--- src/design/rts_pkg.sv ---
// Package for the reset time-out sequencer: constants, modes, states and carriers.
package rts_pkg;

    localparam int unsigned CLK_HZ             = 50_000_000;
    localparam int unsigned DELAY_MS           = 72;
    localparam int unsigned DELAY_CYCLES       = (CLK_HZ / 1000) * DELAY_MS;
    localparam int unsigned STARTUP_PERIODS    = 1024;
    localparam int unsigned BROWNOUT_MIN_CYCLES = 4;
    localparam int unsigned PIN_FILTER_CYCLES  = 4;

    localparam logic [1:0] OSC_LOW_POWER       = 2'h0;
    localparam logic [1:0] OSC_STANDARD        = 2'h1;
    localparam logic [1:0] OSC_HIGH_SPEED      = 2'h2;
    localparam logic [1:0] OSC_RC              = 2'h3;

    localparam int unsigned BIT_BROWNOUT       = 0;
    localparam int unsigned BIT_POWERON        = 1;
    localparam logic [1:0]  STATUS_RESET       = 2'h0;
    localparam logic        REG_ADDR_STATUS    = 1'h0;

    typedef enum logic [3:0] {
        RTS_HOLD    = 4'h1,
        RTS_DELAY   = 4'h2,
        RTS_STARTUP = 4'h4,
        RTS_RUN     = 4'h8
    } rts_state_t;

    typedef enum logic [1:0] {
        RTS_CAUSE_NONE     = 2'h0,
        RTS_CAUSE_POWERON  = 2'h1,
        RTS_CAUSE_BROWNOUT = 2'h2,
        RTS_CAUSE_OTHER    = 2'h3
    } rts_cause_t;

    typedef struct packed {
        logic [1:0] osc_mode;
        logic       powerup_timer_disable_n;
        logic       brownout_enable;
    } rts_config_t;

    typedef struct packed {
        logic       timeout_flag_n;
        logic       powerdown_flag_n;
    } rts_flags_t;

endpackage

--- src/design/rts_sequencer.sv ---
// Reset time-out sequencer: power-up delay, oscillator start-up count, status register.
`timescale 1ns/1ps
`default_nettype none
module rts_sequencer
    import rts_pkg::*;
#(
    parameter int unsigned DELAY_COUNT     = DELAY_CYCLES,
    parameter int unsigned STARTUP_COUNT   = STARTUP_PERIODS,
    parameter int unsigned BROWNOUT_FILTER = BROWNOUT_MIN_CYCLES,
    parameter int unsigned PIN_FILTER      = PIN_FILTER_CYCLES
) (
    input  wire logic        mclk,
    input  wire logic        rst,
    input  wire logic        clk_en,
    input  wire logic        poweron_pulse,
    input  wire logic        brownout_detect,
    input  wire logic        external_reset_pin_n,
    input  wire logic        oscillator_input,
    input  wire logic        powerup_timer_tick,
    input  wire logic        sleep_wakeup,
    input  wire logic        watchdog_reset,
    input  wire rts_config_t cfg,
    input  wire rts_flags_t  wdt_flags,
    input  wire logic        reg_addr,
    input  wire logic [1:0]  reg_wdata,
    input  wire logic        reg_wr,
    input  wire logic        reg_rd,
    output logic [3:0]       reg_rdata,
    output logic             internal_reset,
    output logic [1:0]       reset_cause,
    output logic             brownout_flag_n,
    output logic             poweron_flag_n,
    output logic             powerup_timer_active,
    output logic             osc_startup_active
);

    // Sequence overview. A power-on pulse or a qualified brown-out parks the
    // sequencer in the hold state. When the pulse has ended and the supply
    // is good, the power-up delay runs on ticks of its own slow clock unless
    // the disable bit skips it on a power-up, then in the crystal modes the
    // start-up count waits for the crystal to settle, and only then is
    // the run state entered. The pin and the watchdog hold the reset output
    // but never touch the sequence, so the time-outs can expire beneath a
    // low pin and execution starts as soon as the pin is released.
    //
    // Limitation: the delay length is a count of timer ticks, not a time;
    // its accuracy is that of the tick source, which lies outside.

    // A count of zero would make the end-of-count compare match at once and
    // silently skip that time-out, so such a build is refused outright.
    if (DELAY_COUNT < 1 || STARTUP_COUNT < 1 || BROWNOUT_FILTER < 1 || PIN_FILTER < 1) begin
        $error("rts_sequencer: counts must be at least one");
    end

    // Counter widths leave room for the terminal count itself.
    localparam int PW = $clog2(DELAY_COUNT + 1);
    localparam int OW = $clog2(STARTUP_COUNT + 1);
    localparam int BW = $clog2(BROWNOUT_FILTER + 1);
    localparam int FW = $clog2(PIN_FILTER + 1);

    // Only resistor-capacitor mode runs without a crystal; the other three
    // modes need the start-up count after power-on and wake-up.
    function automatic logic is_crystal(input logic [1:0] mode);
        return mode != OSC_RC;
    endfunction

    // Bits that the watchdog owns read as set while the power-on flag is
    // still clear, since a power-on always sets both of them.
    function automatic logic flag_view(input logic wdt_bit, input logic por_flag_n);
        return wdt_bit | ~por_flag_n;
    endfunction

    // Only one address is decoded; writes elsewhere are dropped and reads
    // elsewhere return zero.
    function automatic logic hits_status(input logic addr);
        return addr == REG_ADDR_STATUS;
    endfunction

    rts_state_t      state;
    rts_state_t      next_state;
    logic [PW-1:0]   delay_cnt;
    logic [OW-1:0]   startup_cnt;
    logic [BW-1:0]   brownout_cnt;
    logic [FW-1:0]   pin_cnt;
    logic            brownout_active;
    logic            brownout_seen;
    logic            pin_low;
    logic            osc_prev;
    logic            osc_rise;
    logic            wake_pending;
    logic            next_reset;

    ////////////////////////////////////////////////////////////////////////////
    // Reset pin noise filter and brown-out qualification.

    // The pin must hold its new level for the whole filter window before the
    // filtered value follows, so brief spikes never reach the reset tree.
    // A pin that bounces inside the window restarts the wait each time, so a
    // noisy release costs a little extra reset time rather than a false run.
    always_ff @(posedge mclk) begin
        if (rst) begin
            pin_cnt <= '0;
            pin_low <= 1'b0;
        end else if (clk_en) begin
            if ((~external_reset_pin_n) == pin_low) begin
                pin_cnt <= '0;
            end else if (pin_cnt == FW'(PIN_FILTER - 1)) begin
                pin_cnt <= '0;
                pin_low <= ~external_reset_pin_n;
            end else begin
                pin_cnt <= pin_cnt + 1'b1;
            end
        end
    end

    // A brown-out must last the full qualification window before it counts;
    // shorter dips are treated as supply noise. The flag drops as soon as the
    // supply recovers, and the delay timer then takes over the hold.
    always_ff @(posedge mclk) begin
        if (rst) begin
            brownout_cnt    <= '0;
            brownout_active <= 1'b0;
        end else if (clk_en) begin
            if (!cfg.brownout_enable || !brownout_detect) begin
                brownout_cnt    <= '0;
                brownout_active <= 1'b0;
            end else if (brownout_cnt == BW'(BROWNOUT_FILTER - 1)) begin
                brownout_active <= 1'b1;
            end else begin
                brownout_cnt <= brownout_cnt + 1'b1;
            end
        end
    end

    // A brown-out that has been seen is remembered until the run state is
    // reached again or a power-on pulse arrives, so that the hold state knows to run the delay.
    always_ff @(posedge mclk) begin
        if (rst) begin
            brownout_seen <= 1'b0;
        end else if (clk_en) begin
            if (brownout_active) begin
                brownout_seen <= 1'b1;
            end else if (state == RTS_RUN || poweron_pulse) begin
                brownout_seen <= 1'b0;
            end
        end
    end

    ////////////////////////////////////////////////////////////////////////////
    // Time-out sequence.

    // The oscillator input is treated as synchronous; one rising edge is one
    // period, so it must run at no more than half the sequencer clock.
    always_ff @(posedge mclk) begin
        if (rst) begin
            osc_prev <= 1'b0;
        end else if (clk_en) begin
            osc_prev <= oscillator_input;
        end
    end
    assign osc_rise = oscillator_input & ~osc_prev;

    // A wake-up only needs the oscillator start-up count, never the delay.
    // In resistor-capacitor mode a wake-up runs no time-out at all.
    always_ff @(posedge mclk) begin
        if (rst) begin
            wake_pending <= 1'b0;
        end else if (clk_en) begin
            if (state == RTS_RUN && sleep_wakeup && is_crystal(cfg.osc_mode)) begin
                wake_pending <= 1'b1;
            end else if (state == RTS_STARTUP) begin
                wake_pending <= 1'b0;
            end
        end
    end

    // A power-on pulse wins over everything and restarts from the hold
    // state. Leaving hold after a brown-out always runs the delay, whatever
    // the disable bit says; the disable bit and the resistor-capacitor
    // shortcut only shape a genuine power-up.
    always_comb begin
        next_state = state;
        unique case (state)
            RTS_HOLD: begin
                if (!poweron_pulse && !brownout_active) begin
                    if (brownout_seen) begin
                        next_state = RTS_DELAY;
                    end else if (!cfg.powerup_timer_disable_n) begin
                        next_state = RTS_DELAY;
                    end else if (is_crystal(cfg.osc_mode)) begin
                        next_state = RTS_STARTUP;
                    end else begin
                        next_state = RTS_RUN;
                    end
                end
            end
            RTS_DELAY: begin
                if (brownout_active) begin
                    next_state = RTS_HOLD;
                end else if (delay_cnt == PW'(DELAY_COUNT)) begin
                    next_state = is_crystal(cfg.osc_mode) ? RTS_STARTUP : RTS_RUN;
                end
            end
            RTS_STARTUP: begin
                if (brownout_active) begin
                    next_state = RTS_HOLD;
                end else if (startup_cnt == OW'(STARTUP_COUNT)) begin
                    next_state = RTS_RUN;
                end
            end
            RTS_RUN: begin
                if (poweron_pulse || brownout_active) begin
                    next_state = RTS_HOLD;
                end else if (wake_pending) begin
                    next_state = RTS_STARTUP;
                end
            end
        endcase
        if (poweron_pulse) begin
            next_state = RTS_HOLD;
        end
    end

    // The state register is frozen with everything else while the clock
    // enable is low, so a stalled clock never shortens a time-out.
    always_ff @(posedge mclk) begin
        if (rst) begin
            state <= RTS_HOLD;
        end else if (clk_en) begin
            state <= next_state;
        end
    end

    // The delay timer counts ticks of its own RC clock, independent of the pin.
    // It is cleared whenever it is not running, so a brown-out during the
    // delay always restarts it from zero rather than resuming.
    always_ff @(posedge mclk) begin
        if (rst) begin
            delay_cnt <= '0;
        end else if (clk_en) begin
            if (state != RTS_DELAY || brownout_active) begin
                delay_cnt <= '0;
            end else if (powerup_timer_tick && delay_cnt != PW'(DELAY_COUNT)) begin
                delay_cnt <= delay_cnt + 1'b1;
            end
        end
    end

    // The start-up count saturates at its terminal value; the state change
    // is decided from that value, one cycle after the last edge arrives.
    always_ff @(posedge mclk) begin
        if (rst) begin
            startup_cnt <= '0;
        end else if (clk_en) begin
            if (state != RTS_STARTUP) begin
                startup_cnt <= '0;
            end else if (osc_rise && startup_cnt != OW'(STARTUP_COUNT)) begin
                startup_cnt <= startup_cnt + 1'b1;
            end
        end
    end

    ////////////////////////////////////////////////////////////////////////////
    // Internal reset and cause report.

    // The reset follows the next state, so it rises on the very edge at which
    // a wake-up enters the start-up count and falls on the edge at which the
    // run state is entered. A watchdog reset or a low pin holds the reset
    // but leaves the sequence alone: the time-outs run on regardless.
    assign next_reset = poweron_pulse | brownout_active | pin_low | watchdog_reset
                      | (next_state != RTS_RUN);

    always_ff @(posedge mclk) begin
        if (rst) begin
            internal_reset       <= 1'b1;
            powerup_timer_active <= 1'b0;
            osc_startup_active   <= 1'b0;
        end else if (clk_en) begin
            internal_reset       <= next_reset;
            powerup_timer_active <= (next_state == RTS_DELAY);
            osc_startup_active   <= (next_state == RTS_STARTUP);
        end
    end

    // Priority follows severity: a power-on outranks a brown-out, and both
    // outrank the pin and the watchdog. The cause returns to none only once
    // the reset has actually been released.
    always_ff @(posedge mclk) begin
        if (rst) begin
            reset_cause <= RTS_CAUSE_NONE;
        end else if (clk_en) begin
            if (poweron_pulse) begin
                reset_cause <= RTS_CAUSE_POWERON;
            end else if (brownout_active) begin
                reset_cause <= RTS_CAUSE_BROWNOUT;
            end else if (pin_low || watchdog_reset) begin
                reset_cause <= RTS_CAUSE_OTHER;
            end else if (!next_reset) begin
                reset_cause <= RTS_CAUSE_NONE;
            end
        end
    end

    ////////////////////////////////////////////////////////////////////////////
    // Power status register. Hardware clears beat software sets in one cycle.

    // Both flags are active low; hardware or a software write clears them. The reset
    // value stands for the undefined value after power-on; software is
    // expected to write both bits to one once it has read the cause.
    always_ff @(posedge mclk) begin
        if (rst) begin
            brownout_flag_n <= STATUS_RESET[BIT_BROWNOUT];
            poweron_flag_n  <= STATUS_RESET[BIT_POWERON];
        end else if (clk_en) begin
            if (brownout_active) begin
                brownout_flag_n <= 1'b0;
            end else if (reg_wr && hits_status(reg_addr)) begin
                brownout_flag_n <= reg_wdata[BIT_BROWNOUT];
            end
            if (poweron_pulse) begin
                poweron_flag_n <= 1'b0;
            end else if (reg_wr && hits_status(reg_addr)) begin
                poweron_flag_n <= reg_wdata[BIT_POWERON];
            end
        end
    end

    // Read word: power status in bits 1:0, watchdog-owned flags in bits 3:2,
    // so one read decodes the cause. Watchdog flags are forced set while the power-on flag is clear.
    always_ff @(posedge mclk) begin
        if (rst) begin
            reg_rdata <= '0;
        end else if (clk_en) begin
            if (reg_rd && hits_status(reg_addr)) begin
                reg_rdata <= {
                    flag_view(wdt_flags.timeout_flag_n, poweron_flag_n),
                    flag_view(wdt_flags.powerdown_flag_n, poweron_flag_n),
                    poweron_flag_n,
                    brownout_flag_n
                };
            end else begin
                reg_rdata <= '0;
            end
        end
    end

endmodule
`default_nettype wire

--- config.mk ---
export PLATFORM = sky130hd
export DESIGN_NAME = rts_sequencer
export DESIGN_NICKNAME = d
export VERILOG_FILES = /design/src/design/rts_pkg.sv /design/src/design/rts_sequencer.sv
export SDC_FILE = /design/constraint.sdc
export NUM_CORES = 1
export LEC_CHECK = 0
export BUFFER_PORTS_ARGS = -buffer_cell sky130_fd_sc_hd__buf_2
export CAP_MARGIN = 30
export CORE_ASPECT_RATIO = 1.2
export CORE_MARGIN = 2
export CORE_UTILIZATION = 48
export CTS_CLUSTER_SIZE = 28
export DETAILED_ROUTE_END_ITERATION = 12
export HOLD_SLACK_MARGIN = 0.12
export PLACE_DENSITY = 0.71
export SYNTH_ARGS = -nofsm -noshare
export SYNTH_HDL_FRONTEND = slang
export SYNTH_SLANG_ARGS = --single-unit
--- constraint.sdc ---
create_clock -name mclk -period 5.35 [get_ports mclk]
set_input_delay 1.3375 -clock mclk [delete_from_list [all_inputs] [get_ports mclk]]
set_output_delay 1.3375 -clock mclk [all_outputs]
set_load 0.01 [all_outputs]
==> results.md, run 1 <==
* Run status: finished, final reports clean
* Residual DRC at 0
* Routed wire length at 6.60 mm
* Post-DP Area at 3240 um2
* Largest cells by area after synthesis: dfxtp_1 39%, nor2_1 5.6%, a21oi_1 5.4%, nand2_1 2.9%, o21a_1 2.9%
* Die H at between 90 and 100 um
* Site Rows at 31
* CP Launch Type: primary input
* Layout cells sized above 1 at 12.6%
* RSZ-0062 raised after global routing: no
* Slew margin rel. at 46.3%
* Clock Latency Late Sink at between 300 and 400 ps
* Gate count after technology mapping at 370
* Syn nets at 398
* IO Port Bufs at 31
* Syn_area_per_cell at 8.27 um2
* Power share of the clock group at ~40%
* CTS tree: done
* Largest area contributor in the netlist: dfxtp_1
* Leak pwr at 0.00119 uW
* Switching part of the total at between 20% and 30%
* Avg Vias per Cell at 5.75
* Drt wl/cell at 13.7 um
* Core Area at 6090 um2
* Crit Path Category: in2reg
* CP Data Required Time at 5600 ps
* VDD IR max at 161 uV
* Vias at around 2800
* Internal power at ~630 uW
* Primary FF master, synth: dfxtp_1
* CP max FO at 12
* Logic pwr share at 6.7%
* Synthesized area at 3060 um2
* Fin. Hold Viols at 0
* Setup Skew at ~7.8 ps
* Ys Warns at 0
* Crit path capture type: flip-flop
* Register area share after synthesis at 38.6%
* Multi-input gate area at 1740 um2
* Crit path time final at 2930 ps
* NumNets Final at 421
* First-pass GRT wire length at 11.8 mm
* CTS root buf: clkbuf_8
* Slew Viols, Final at 0
* Cell area after layout at 3390 um2
* Initial antenna violation count at 0
* Post-synth top area share at 38.6%
* Die X at 76.9 um
* Final setup fails at 0
* Flop pwr share at 53.8%
* Post-synth cell types at 55
* Post-DRT Antenna Nets at 0
* Clock-pin slew on the worst setup and hold paths at 60 ps
* #FFs+latches synth at between 50 and 60
* Total iterations of the first detailed-routing run at 4
* DRT iter0 DRCs at 190
* Number of diodes at 0
* HPWL Detailed at between 4 and 5 mm
* Max-Cap Viols at 0
* GRT Total Usage at 20.7%
* Worst EP arrival at 3180 ps
* Routability cong. at 0.810
* Hold_buf cts at 0
* Post-cts repair resize count at 0
* TritonCTS Sinks at 59
* Die Area at ~7000 um2
* CTS Buf Count at 9
* Async SR Flop Fraction at 0%
* Setup tns final at 0 ps
* Largest net degree at the start of global routing at 38
* Post-synth EDFFs at 0
* Area grow syn2layout at 10.9%
* Number of fillers in the final layout at 583
* Fin util at between 50% and 60%
* Hold WC Path Type: reg2reg
* Max H-tree Level at 3
* Overflow left after global routing at 0
* FF+latch area at 1180 um2
* Pwr per Cell Area at around 250 nW/um2
* CTS max path bufs at 2
* Post-CTS Setup Bufs at 0
* Least-Margin Pin Slew at 794 ps
* Initial Utilization at 50.3%
* Switching power at ~200 uW
* Fmax at 341 MHz
* Vias in the first global route at 2738
* Num ports at 32
* Final period util at 54.8%
cells in the final DEF (no fill, tap or decap), drive strengths merged, types with 3 or more instances in the layout:
cell type and instances:
mux2i 6, a22oi 5, and2 3, or4 6, dfxtp 59, nand3 8
xnor2 6, xor2 5, ha 7, inv 17, nor3 7, a311oi 3
o21ai 21, o211ai 5, or4b 3, and3 5, a21oi 33, nand4 5
nor4b 6, o31ai 5, o21a 12, clkinv 3, or3 13, o2111ai 4
nor3b 3, buf 31, clkbuf 13, nor4 7, nor2 46, nand2 24
layout make-up:
class,count,share of cell area (%)
inverters,17,1.88
clock inverters,3,0.442
repair buffers,31,4.57
well taps,82,3.02
flip-flops and latches,59,34.8
multi-input cells,275,51.2
clock buffers,13,4.09
synth_stat cells (6+ instances only):
library cell and number:
o21ai_1 7, inv_1 17, nor2_1 46, nand3_1 8, nand2_1 24, nor3_1 7
mux2i_1 6, xnor2_1 6, nor4_1 6, clkbuf_1 14, o21ai_0 14, ha_1 7
dfxtp_1 59, nor4b_1 6, o21a_1 12, a21oi_1 33, or3_1 13
flip-flops by register name (all words and copies together), names as in the netlist:
signal and flops:
state 4, powerup_timer_active 1, brownout_cnt 3, brownout_seen 1, internal_reset 1, startup_cnt 11, wake_pending 1, pin_cnt 3
reset_cause 2, brownout_flag_n 1, brownout_active 1, osc_startup_active 1, osc_prev 1, pin_low 1, delay_cnt 22, poweron_flag_n 1
reg_rdata 4
stage by stage:
| step | power, uW | std cells | setup WS [ps] | hold WS [ps] |
|---|---|---|---|---|
| 2_1_floorplan | 497 | 370 | 2440 | 437 |
| 3_3_place_gp | 514 | 464 | 2150 | 441 |
| 3_5_place_dp | 515 | 464 | 2070 | 449 |
| 4_1_cts | 847 | 480 | 2420 | 460 |
| 5_1_grt | 874 | 480 | 2230 | 475 |
| 6_report | 835 | 480 | 2420 | 459 |
logic make-up (layout without fill, tap and decap cells):
kind of cell	Yosys count	count (layout)	share of synthesized area, %
multiplexers	6	6	1.96
adder cells (fa/ha/maj)	7	7	2.86
AND/OR/NAND/NOR	147	147	26.3
XOR/XNOR	11	11	3.15
flip-flops	59	59	38.6
AO/OA/AOI/OAI	104	104	22.4
buffers and inverters	36	64	4.66
critical path, cell delays in order:
cell and delay, ps:
buf_2 170, nor4b_1 530, a32oi_1 180, a21oi_1 240, o211ai_2 150, o41a_1 320, nor4_1 250
metal layers:
metal | vias to the layer above | GRT usage (%) | part of all wire, %
li1 | 1408 | - | -
met1 | 1292 | 24.3 | 47
met2 | 47 | 35.6 | 49
met3 | 12 | 4.77 | 2.9
met4 | 0 | 9.24 | 2.0
met5 | - | 0 | 0
power by group through the flow:
stage                     combinational, uW  clock (uW)  sequential, uW
after floorplan                        39.1           0             458
after global placement                 55.4           0             459
after detailed placement               56.3           0             459
after CTS                              56.5         341             449
after global routing                   63.3         361             450
final                                  56.3         330             450
path summary, 6_finish.rpt:
kind	end	cells past startpoint	slack (ps)	from
setup / recovery	reset_cause[0]$_SDFFE_PP0P_	7	2420	poweron_pulse
hold / removal	brownout_seen$_SDFFE_PP0P_	2	460	brownout_seen$_SDFFE_PP0P_
setup reg to reg	delay_cnt[19]$_SDFFE_PP0P_	6	2630	delay_cnt[19]$_SDFFE_PP0P_
hold reg to reg	brownout_seen$_SDFFE_PP0P_	2	460	brownout_seen$_SDFFE_PP0P_
No activity file was read; power rests on OpenSTA's default activity.
==> inputs of run 2 (changes only) <==
- clock period: 5.35 -> 3.1 ns (I/O delays scaled with it)
==> run 2 against run 1 <==
  * Design area up 1.8%
  * Clock skew up 2.8 ps
  * Setup slack worse by 2000 ps
  * Highest routed layer unchanged
==> results.md, run 2 (synthesis gave the netlist of run 1 again) <==
* Run status: finished, final reports clean
* CTS tree: done
* Most frequent cells in the layout: 59 x dfxtp_1, 46 x nor2_1, 33 x a21oi_1, 31 x buf_2, 24 x nand2_1
* Worst reg2reg endpoint: delay_cnt[19]$_SDFFE_PP0P_
* Final period util at between 80% and 90%
* Hold_buf cts at 0 (unchanged)
* DRT iter0 DRCs at 119 (-37%)
* Commonest non-fill, non-tap cell in the layout: dfxtp_1
* R2R Setup Slk at 420 ps (-2210 ps)
* TritonCTS Sinks at 59 (unchanged)
* Worst EP arrival at 2880 ps (-300 ps)
* GRT Total Usage at 20.3% (-0.42 points)
* Site Rows at 31 (unchanged)
* CP max stage cell: o211ai_2
* CP max FO at 17 (+5)
* CP top delay family: simple AND/OR/NAND/NOR gates
* Core Area at 6090 um2 (unchanged)
* Initial antenna violation count at 0 (unchanged)
* RSZ-0062 raised after global routing: no
* IO Port Bufs at 31 (unchanged)
* Residual DRC at 0 (unchanged)
* Clock Latency Late Sink at 330 ps (about the same)
* Largest net degree at the start of global routing at 35 (-7.9%)
* Num ports at 32 (unchanged)
* Critical path origin: delay_cnt[2]$_SDFFE_PP0P_
* Initial Utilization at 50.3% (unchanged)
* Max reg flops at 22 (unchanged)
* CP Launch Type: flip-flop
* Fin cells at 482 (+0.42%)
* Total iterations of the first detailed-routing run at 4 (unchanged)
* Hold WC Path Type: reg2reg
* Critical path's largest stage delay at 580 ps (+50 ps)
* Crit path capture type: flip-flop
* NumNets Final at 423 (+0.48%)
* Final hold slack at 454 ps (-5.04 ps)
* Leak pwr at 0.00122 uW (+2.3%)
* CP Data Required Time at 3300 ps (-2300 ps)
* Least-Margin Pin Slew at 675 ps (-119 ps)
* Avg Vias per Cell at 5.71 (-0.63%)
* Area grow syn2layout at 12.9%
* Max-Cap Viols at 0 (unchanged)
* CTS max path bufs at 2 (unchanged)
* HPWL Detailed at 4.63 mm (+1.3%)
* Bufs and invs on worst path at 0 (-1)
* Layout cells sized above 1 at 14.0% (+1.4 points)
* CP Capture Point: delay_cnt[19]$_SDFFE_PP0P_
* Crit Path Category: reg2reg
* Post-CTS Setup Bufs at 0 (unchanged)
* Fmax at 373 MHz
* Biggest regs: delay_cnt: 22 flops, startup_cnt: 11 flops
* Most flops, register: delay_cnt
* Setup Skew at 10.6 ps (+2.79 ps)
* CTS Buf Count at 9 (unchanged)
* Routability cong. at 0.814 (+0.53%)
* Pwr per Cell Area at 458 nW/um2 (+86%)
* Crit path time final at around 2700 ps
* Overflow left after global routing at 0 (unchanged)
* Critical path depth in cells at 6 (-1)
* Vias at 2753 (-0.22%)
* Die X at 76.9 um (unchanged)
* Final setup fails at 0 (unchanged)
* Worst R2R Start: delay_cnt[2]$_SDFFE_PP0P_
* Drt wl/cell at 13.8 um (+0.64%)
* Number of diodes at 0 (unchanged)
* CTS root buf: clkbuf_8
* Vias in the first global route at 2580 (-5.8%)
* Worst-path cell chain: or4b_1 -> or4_4 -> o21a_1 -> o211ai_2 -> or4_1 -> a21oi_1
* Slew Viols, Final at 0 (unchanged)
* Register-to-Register Path Depth at 6 (unchanged)
* Die H at 91.5 um (unchanged)
* First-pass GRT wire length at 11.6 mm (-1.6%)
* Post-cts repair resize count at 0 (unchanged)
* Fin. Hold Viols at 0 (unchanged)
* Slew margin rel. at 54.9% (+8.6 points)
* Post-DRT Antenna Nets at 0 (unchanged)
* Die Area at 7030 um2 (unchanged)
* VDD IR max at 303 uV (+88%)
* Setup tns final at 0 ps (unchanged)
* Routed wire length at 6.67 mm (+1.1%)
* Max H-tree Level at 3 (unchanged)
* Cells after DPL at 466 (+0.43%)
* Clock-pin slew on the worst setup and hold paths at 70 ps (about the same)
## run 2: per-stage QoR
stage	util [%]	cell area [um2]	total power (uW)	worst slack, ps
after floorplan	-	3060	858	691
after global placement	53.4	3250	888	460
after detailed placement	53.4	3250	891	398
after CTS	56.7	3460	1600	398
after global routing	56.7	3460	1640	217
final	56.7	3460	1580	418
## run 2: tightest hold or removal path, stage by stage (launching register included)
cell and delay [ps]:
dfxtp_1 310, nand2_1 50, a21oi_1 50
## run 2: cell type report
class / count / area [um2]
timing repair buffer: 33 / 170
inverter: 17 / 63.8
clock buffer: 10 / 138
tap: 82 / 103
multi-input combinational: 275 / 1740
fill: 566 / 2630
clock inverter: 6 / 63.8
sequential: 59 / 1180
## run 2: per-layer routing
| metal | wire, um | part of all wire, % | GRT usage [%] | up-vias |
|---|---|---|---|---|
| li1 | - | - | - | 1410 |
| met1 | 3030 | 45 | 24.6 | 1290 |
| met2 | 3310 | 50 | 34.6 | 51 |
| met3 | 289 | 4.3 | 4.67 | 2 |
| met4 | 42 | 0.63 | 7.73 | 0 |
| met5 | 0 | 0 | 0 | - |
## run 2: how the worst min path moves through the flow
| stage | from | end | slack [ps] | cells past startpoint |
|---|---|---|---|---|
| 3_3_place_gp | reg_rdata[3]$_SDFFE_PP0P_ | reg_rdata[3]$_SDFFE_PP0P_ | 440 | 2 |
| 5_1_grt | osc_startup_active$_SDFFE_PP0P_ | osc_startup_active$_SDFFE_PP0P_ | 490 | 2 |
| 6_report | reg_rdata[3]$_SDFFE_PP0P_ | reg_rdata[3]$_SDFFE_PP0P_ | 450 | 2 |
| 4_1_cts | reg_rdata[3]$_SDFFE_PP0P_ | reg_rdata[3]$_SDFFE_PP0P_ | 460 | 2 |
| 3_5_place_dp | reg_rdata[3]$_SDFFE_PP0P_ | reg_rdata[3]$_SDFFE_PP0P_ | 450 | 2 |
| 2_1_floorplan | brownout_seen$_SDFFE_PP0P_ | brownout_seen$_SDFFE_PP0P_ | 440 | 2 |
## run 2: power breakdown
part	internal, uW	leakage [uW]	total (uW)	switching [uW]
clock	393	0.0000987	709	317
combinational	36.6	0.000644	97.9	61.3
sequential	766	0.000477	775	8.85
==> inputs of run 3 (changes only) <==
- BUFFER_PORTS_ARGS: -buffer_cell sky130_fd_sc_hd__buf_2 -> not set
- CORE_MARGIN: 2 -> 1
- DONT_BUFFER_PORTS: not set -> 1
- PLACE_DENSITY: 0.71 -> 0.67
==> run 3 against run 2 <==
  * Fmax is 0.87% higher
  * Sequential share of layout area increased by 1.1 points
  * Design area shrank 3.1%
  * Final cell count fell by 6.2%
  * Register-to-register slack better by 20 ps
  * Critical path type unchanged
  * Largest cell class unchanged
  * Largest power group is now clock
  * Highest routed layer unchanged
==> results.md, run 3 (synthesis gave the netlist of run 1 again) <==
* Setup Skew at 11.3 ps (+0.743 ps)
* Max reg flops at 22 (unchanged)
* Final worst setup slack at 441 ps (+23.0 ps)
* First-pass GRT wire length at 10.3 mm (-12%)
* Fin. Hold Viols at 0 (unchanged)
* VDD IR max at 364 uV (+20%)
* IO Port Bufs at 0 (-100%)
* Pre-CTS WS at 440 ps (+42.1 ps)
* Fin cells at 452 (-6.2%)
* Worst-path cell chain: or4b_1 -> or4_4 -> o21a_1 -> o2111ai_2 -> nor4_1 -> o21a_1
* Clock Latency Late Sink at 350 ps (+20 ps)
* GRT Total Usage at 20.4% (+0.14 points)
* CTS Buf Count at 9 (unchanged)
* R2R Setup Slk at 440 ps (+20 ps)
* Routed wire length at 6.58 mm (-1.3%)
* Final period util at 85.8% (-0.74 points)
* Die H at 89.5 um (-2.2%)
* Site Rows at 31 (unchanged)
* Register-to-Register Path Depth at 6 (unchanged)
* Commonest non-fill, non-tap cell in the layout: dfxtp_1
* Post-DP Area at 3110 um2 (-4.5%)
* Clock-pin slew on the worst setup and hold paths at 70 ps (about the same)
* Pwr per Cell Area at 509 nW/um2 (+11%)
* CP max FO at 15 (-2)
* Die X at 74.9 um (-2.6%)
* Run status: finished, final reports clean
* Most flops, register: delay_cnt
* Hold_buf cts at 0 (unchanged)
* CTS max path bufs at 2 (unchanged)
* Vias in the first global route at 2268 (-12%)
* Core Area at 6090 um2 (unchanged)
* Num ports at 32 (unchanged)
* Total iterations of the first detailed-routing run at 4 (unchanged)
* Residual DRC at 0 (unchanged)
* Least-Margin Pin Slew at 655 ps (-19.9 ps)
* Cell area after layout at 3350 um2 (-3.1%)
* Slew margin rel. at 56.3% (+1.5 points)
* Post-DRT Antenna Nets at 0 (unchanged)
* Biggest regs: delay_cnt: 22 flops, startup_cnt: 11 flops
* Setup tns final at 0 ps (unchanged)
* Initial antenna violation count at 0 (unchanged)
* DRT iter0 DRCs at 247 (+110%)
* Fmax at 376 MHz (+0.87%)
* Max H-tree Level at 3 (unchanged)
* Max-Cap Viols at 0 (unchanged)
* Largest net degree at the start of global routing at 38 (+8.6%)
* Avg Vias per Cell at 5.85 (+2.4%)
* Initial Utilization at 50.3% (unchanged)
* Slew Viols, Final at 0 (unchanged)
* TritonCTS Sinks at 59 (unchanged)
* CTS tree: done
* NumNets Final at 393 (-7.1%)
* Number of diodes at 0 (unchanged)
* Vias at 2644 (-4.0%)
* Post-cts repair resize count at 0 (unchanged)
* Drt wl/cell at 14.6 um (+5.2%)
* CP dominant cell by count: o21a_1
* Crit Path Category: reg2reg
* Leak pwr at 0.00111 uW (-8.6%)
* Routability cong. at 0.827 (+1.5%)
* Crit path time final at 2660 ps (-23.0 ps)
* Overflow left after global routing at 0 (unchanged)
* Critical path's largest stage delay at 570 ps (about the same)
* Final hold slack at 462 ps (+7.93 ps)
* CP Data Required Time at 3340 ps (+40 ps)
* Cells after DPL at 436 (-6.4%)
* Crit path capture type: flip-flop
* Most frequent cells in the layout: 59 x dfxtp_1, 46 x nor2_1, 33 x a21oi_1, 24 x nand2_1, 17 x inv_1
* Final setup fails at 0 (unchanged)
* Worst EP arrival at 2890 ps (about the same)
* CTS root buf: clkbuf_8
* CP Launch Type: flip-flop
* HPWL Detailed at 4.51 mm (-2.8%)
* Area grow syn2layout at 9.40%
* Layout cells sized above 1 at 6.76% (-7.2 points)
* Hold WC Path Type: reg2reg
* Die Area at 6700 um2 (-4.7%)
* RSZ-0062 raised after global routing: no
* Min-Delay Path Depth at 2 (unchanged)
* CP max stage cell: o2111ai_2
* Post-CTS Setup Bufs at 0 (unchanged)
run 3: final timing paths:
| kind | start | end |
|---|---|---|
| worst max-delay path | delay_cnt[2]$_SDFFE_PP0P_ | delay_cnt[12]$_SDFFE_PP0P_ |
| worst min-delay path | brownout_seen$_SDFFE_PP0P_ | brownout_seen$_SDFFE_PP0P_ |
| worst max register to register | delay_cnt[2]$_SDFFE_PP0P_ | delay_cnt[12]$_SDFFE_PP0P_ |
| worst min register to register | brownout_seen$_SDFFE_PP0P_ | brownout_seen$_SDFFE_PP0P_ |
run 3: power by group:
part | total, uW | switching (uW) | leakage, uW | internal, uW
registers | 778 | 11.2 | 0.000477 | 767
logic | 62.2 | 37.4 | 0.000514 | 24.8
clock network | 864 | 311 | 0.000123 | 553
run 3: per-layer routing:
layer | up-vias | global-route usage (%) | routed length [um]
met5 | - | 0 | 0
met4 | 0 | 8.75 | 102
met3 | 9 | 5.98 | 352
met2 | 58 | 32.4 | 3070
met1 | 1230 | 25.6 | 3050
li1 | 1347 | - | -
run 3: layout make-up:
type	instances	area, um2
multi-input combinational	275	1740
clock inverter	5	100
timing repair buffer	3	22.5
tap	82	103
sequential	59	1180
fill	574	2740
inverter	17	63.8
clock buffer	11	141
run 3: critical path: cells and delay by family, from the launching register on:
family	cells	cell delay, ps
and+or+nand+nor	3	1150
AOI/OAI and AO/OA	3	1060
DFF	1	350
run 3: per-stage QoR:
stage                     util, %  power (uW)
after floorplan                 -         858
after global placement       51.0         856
after detailed placement     51.0         857
after CTS                    55.0        1720
after global routing         55.0        1750
final                        55.0        1700
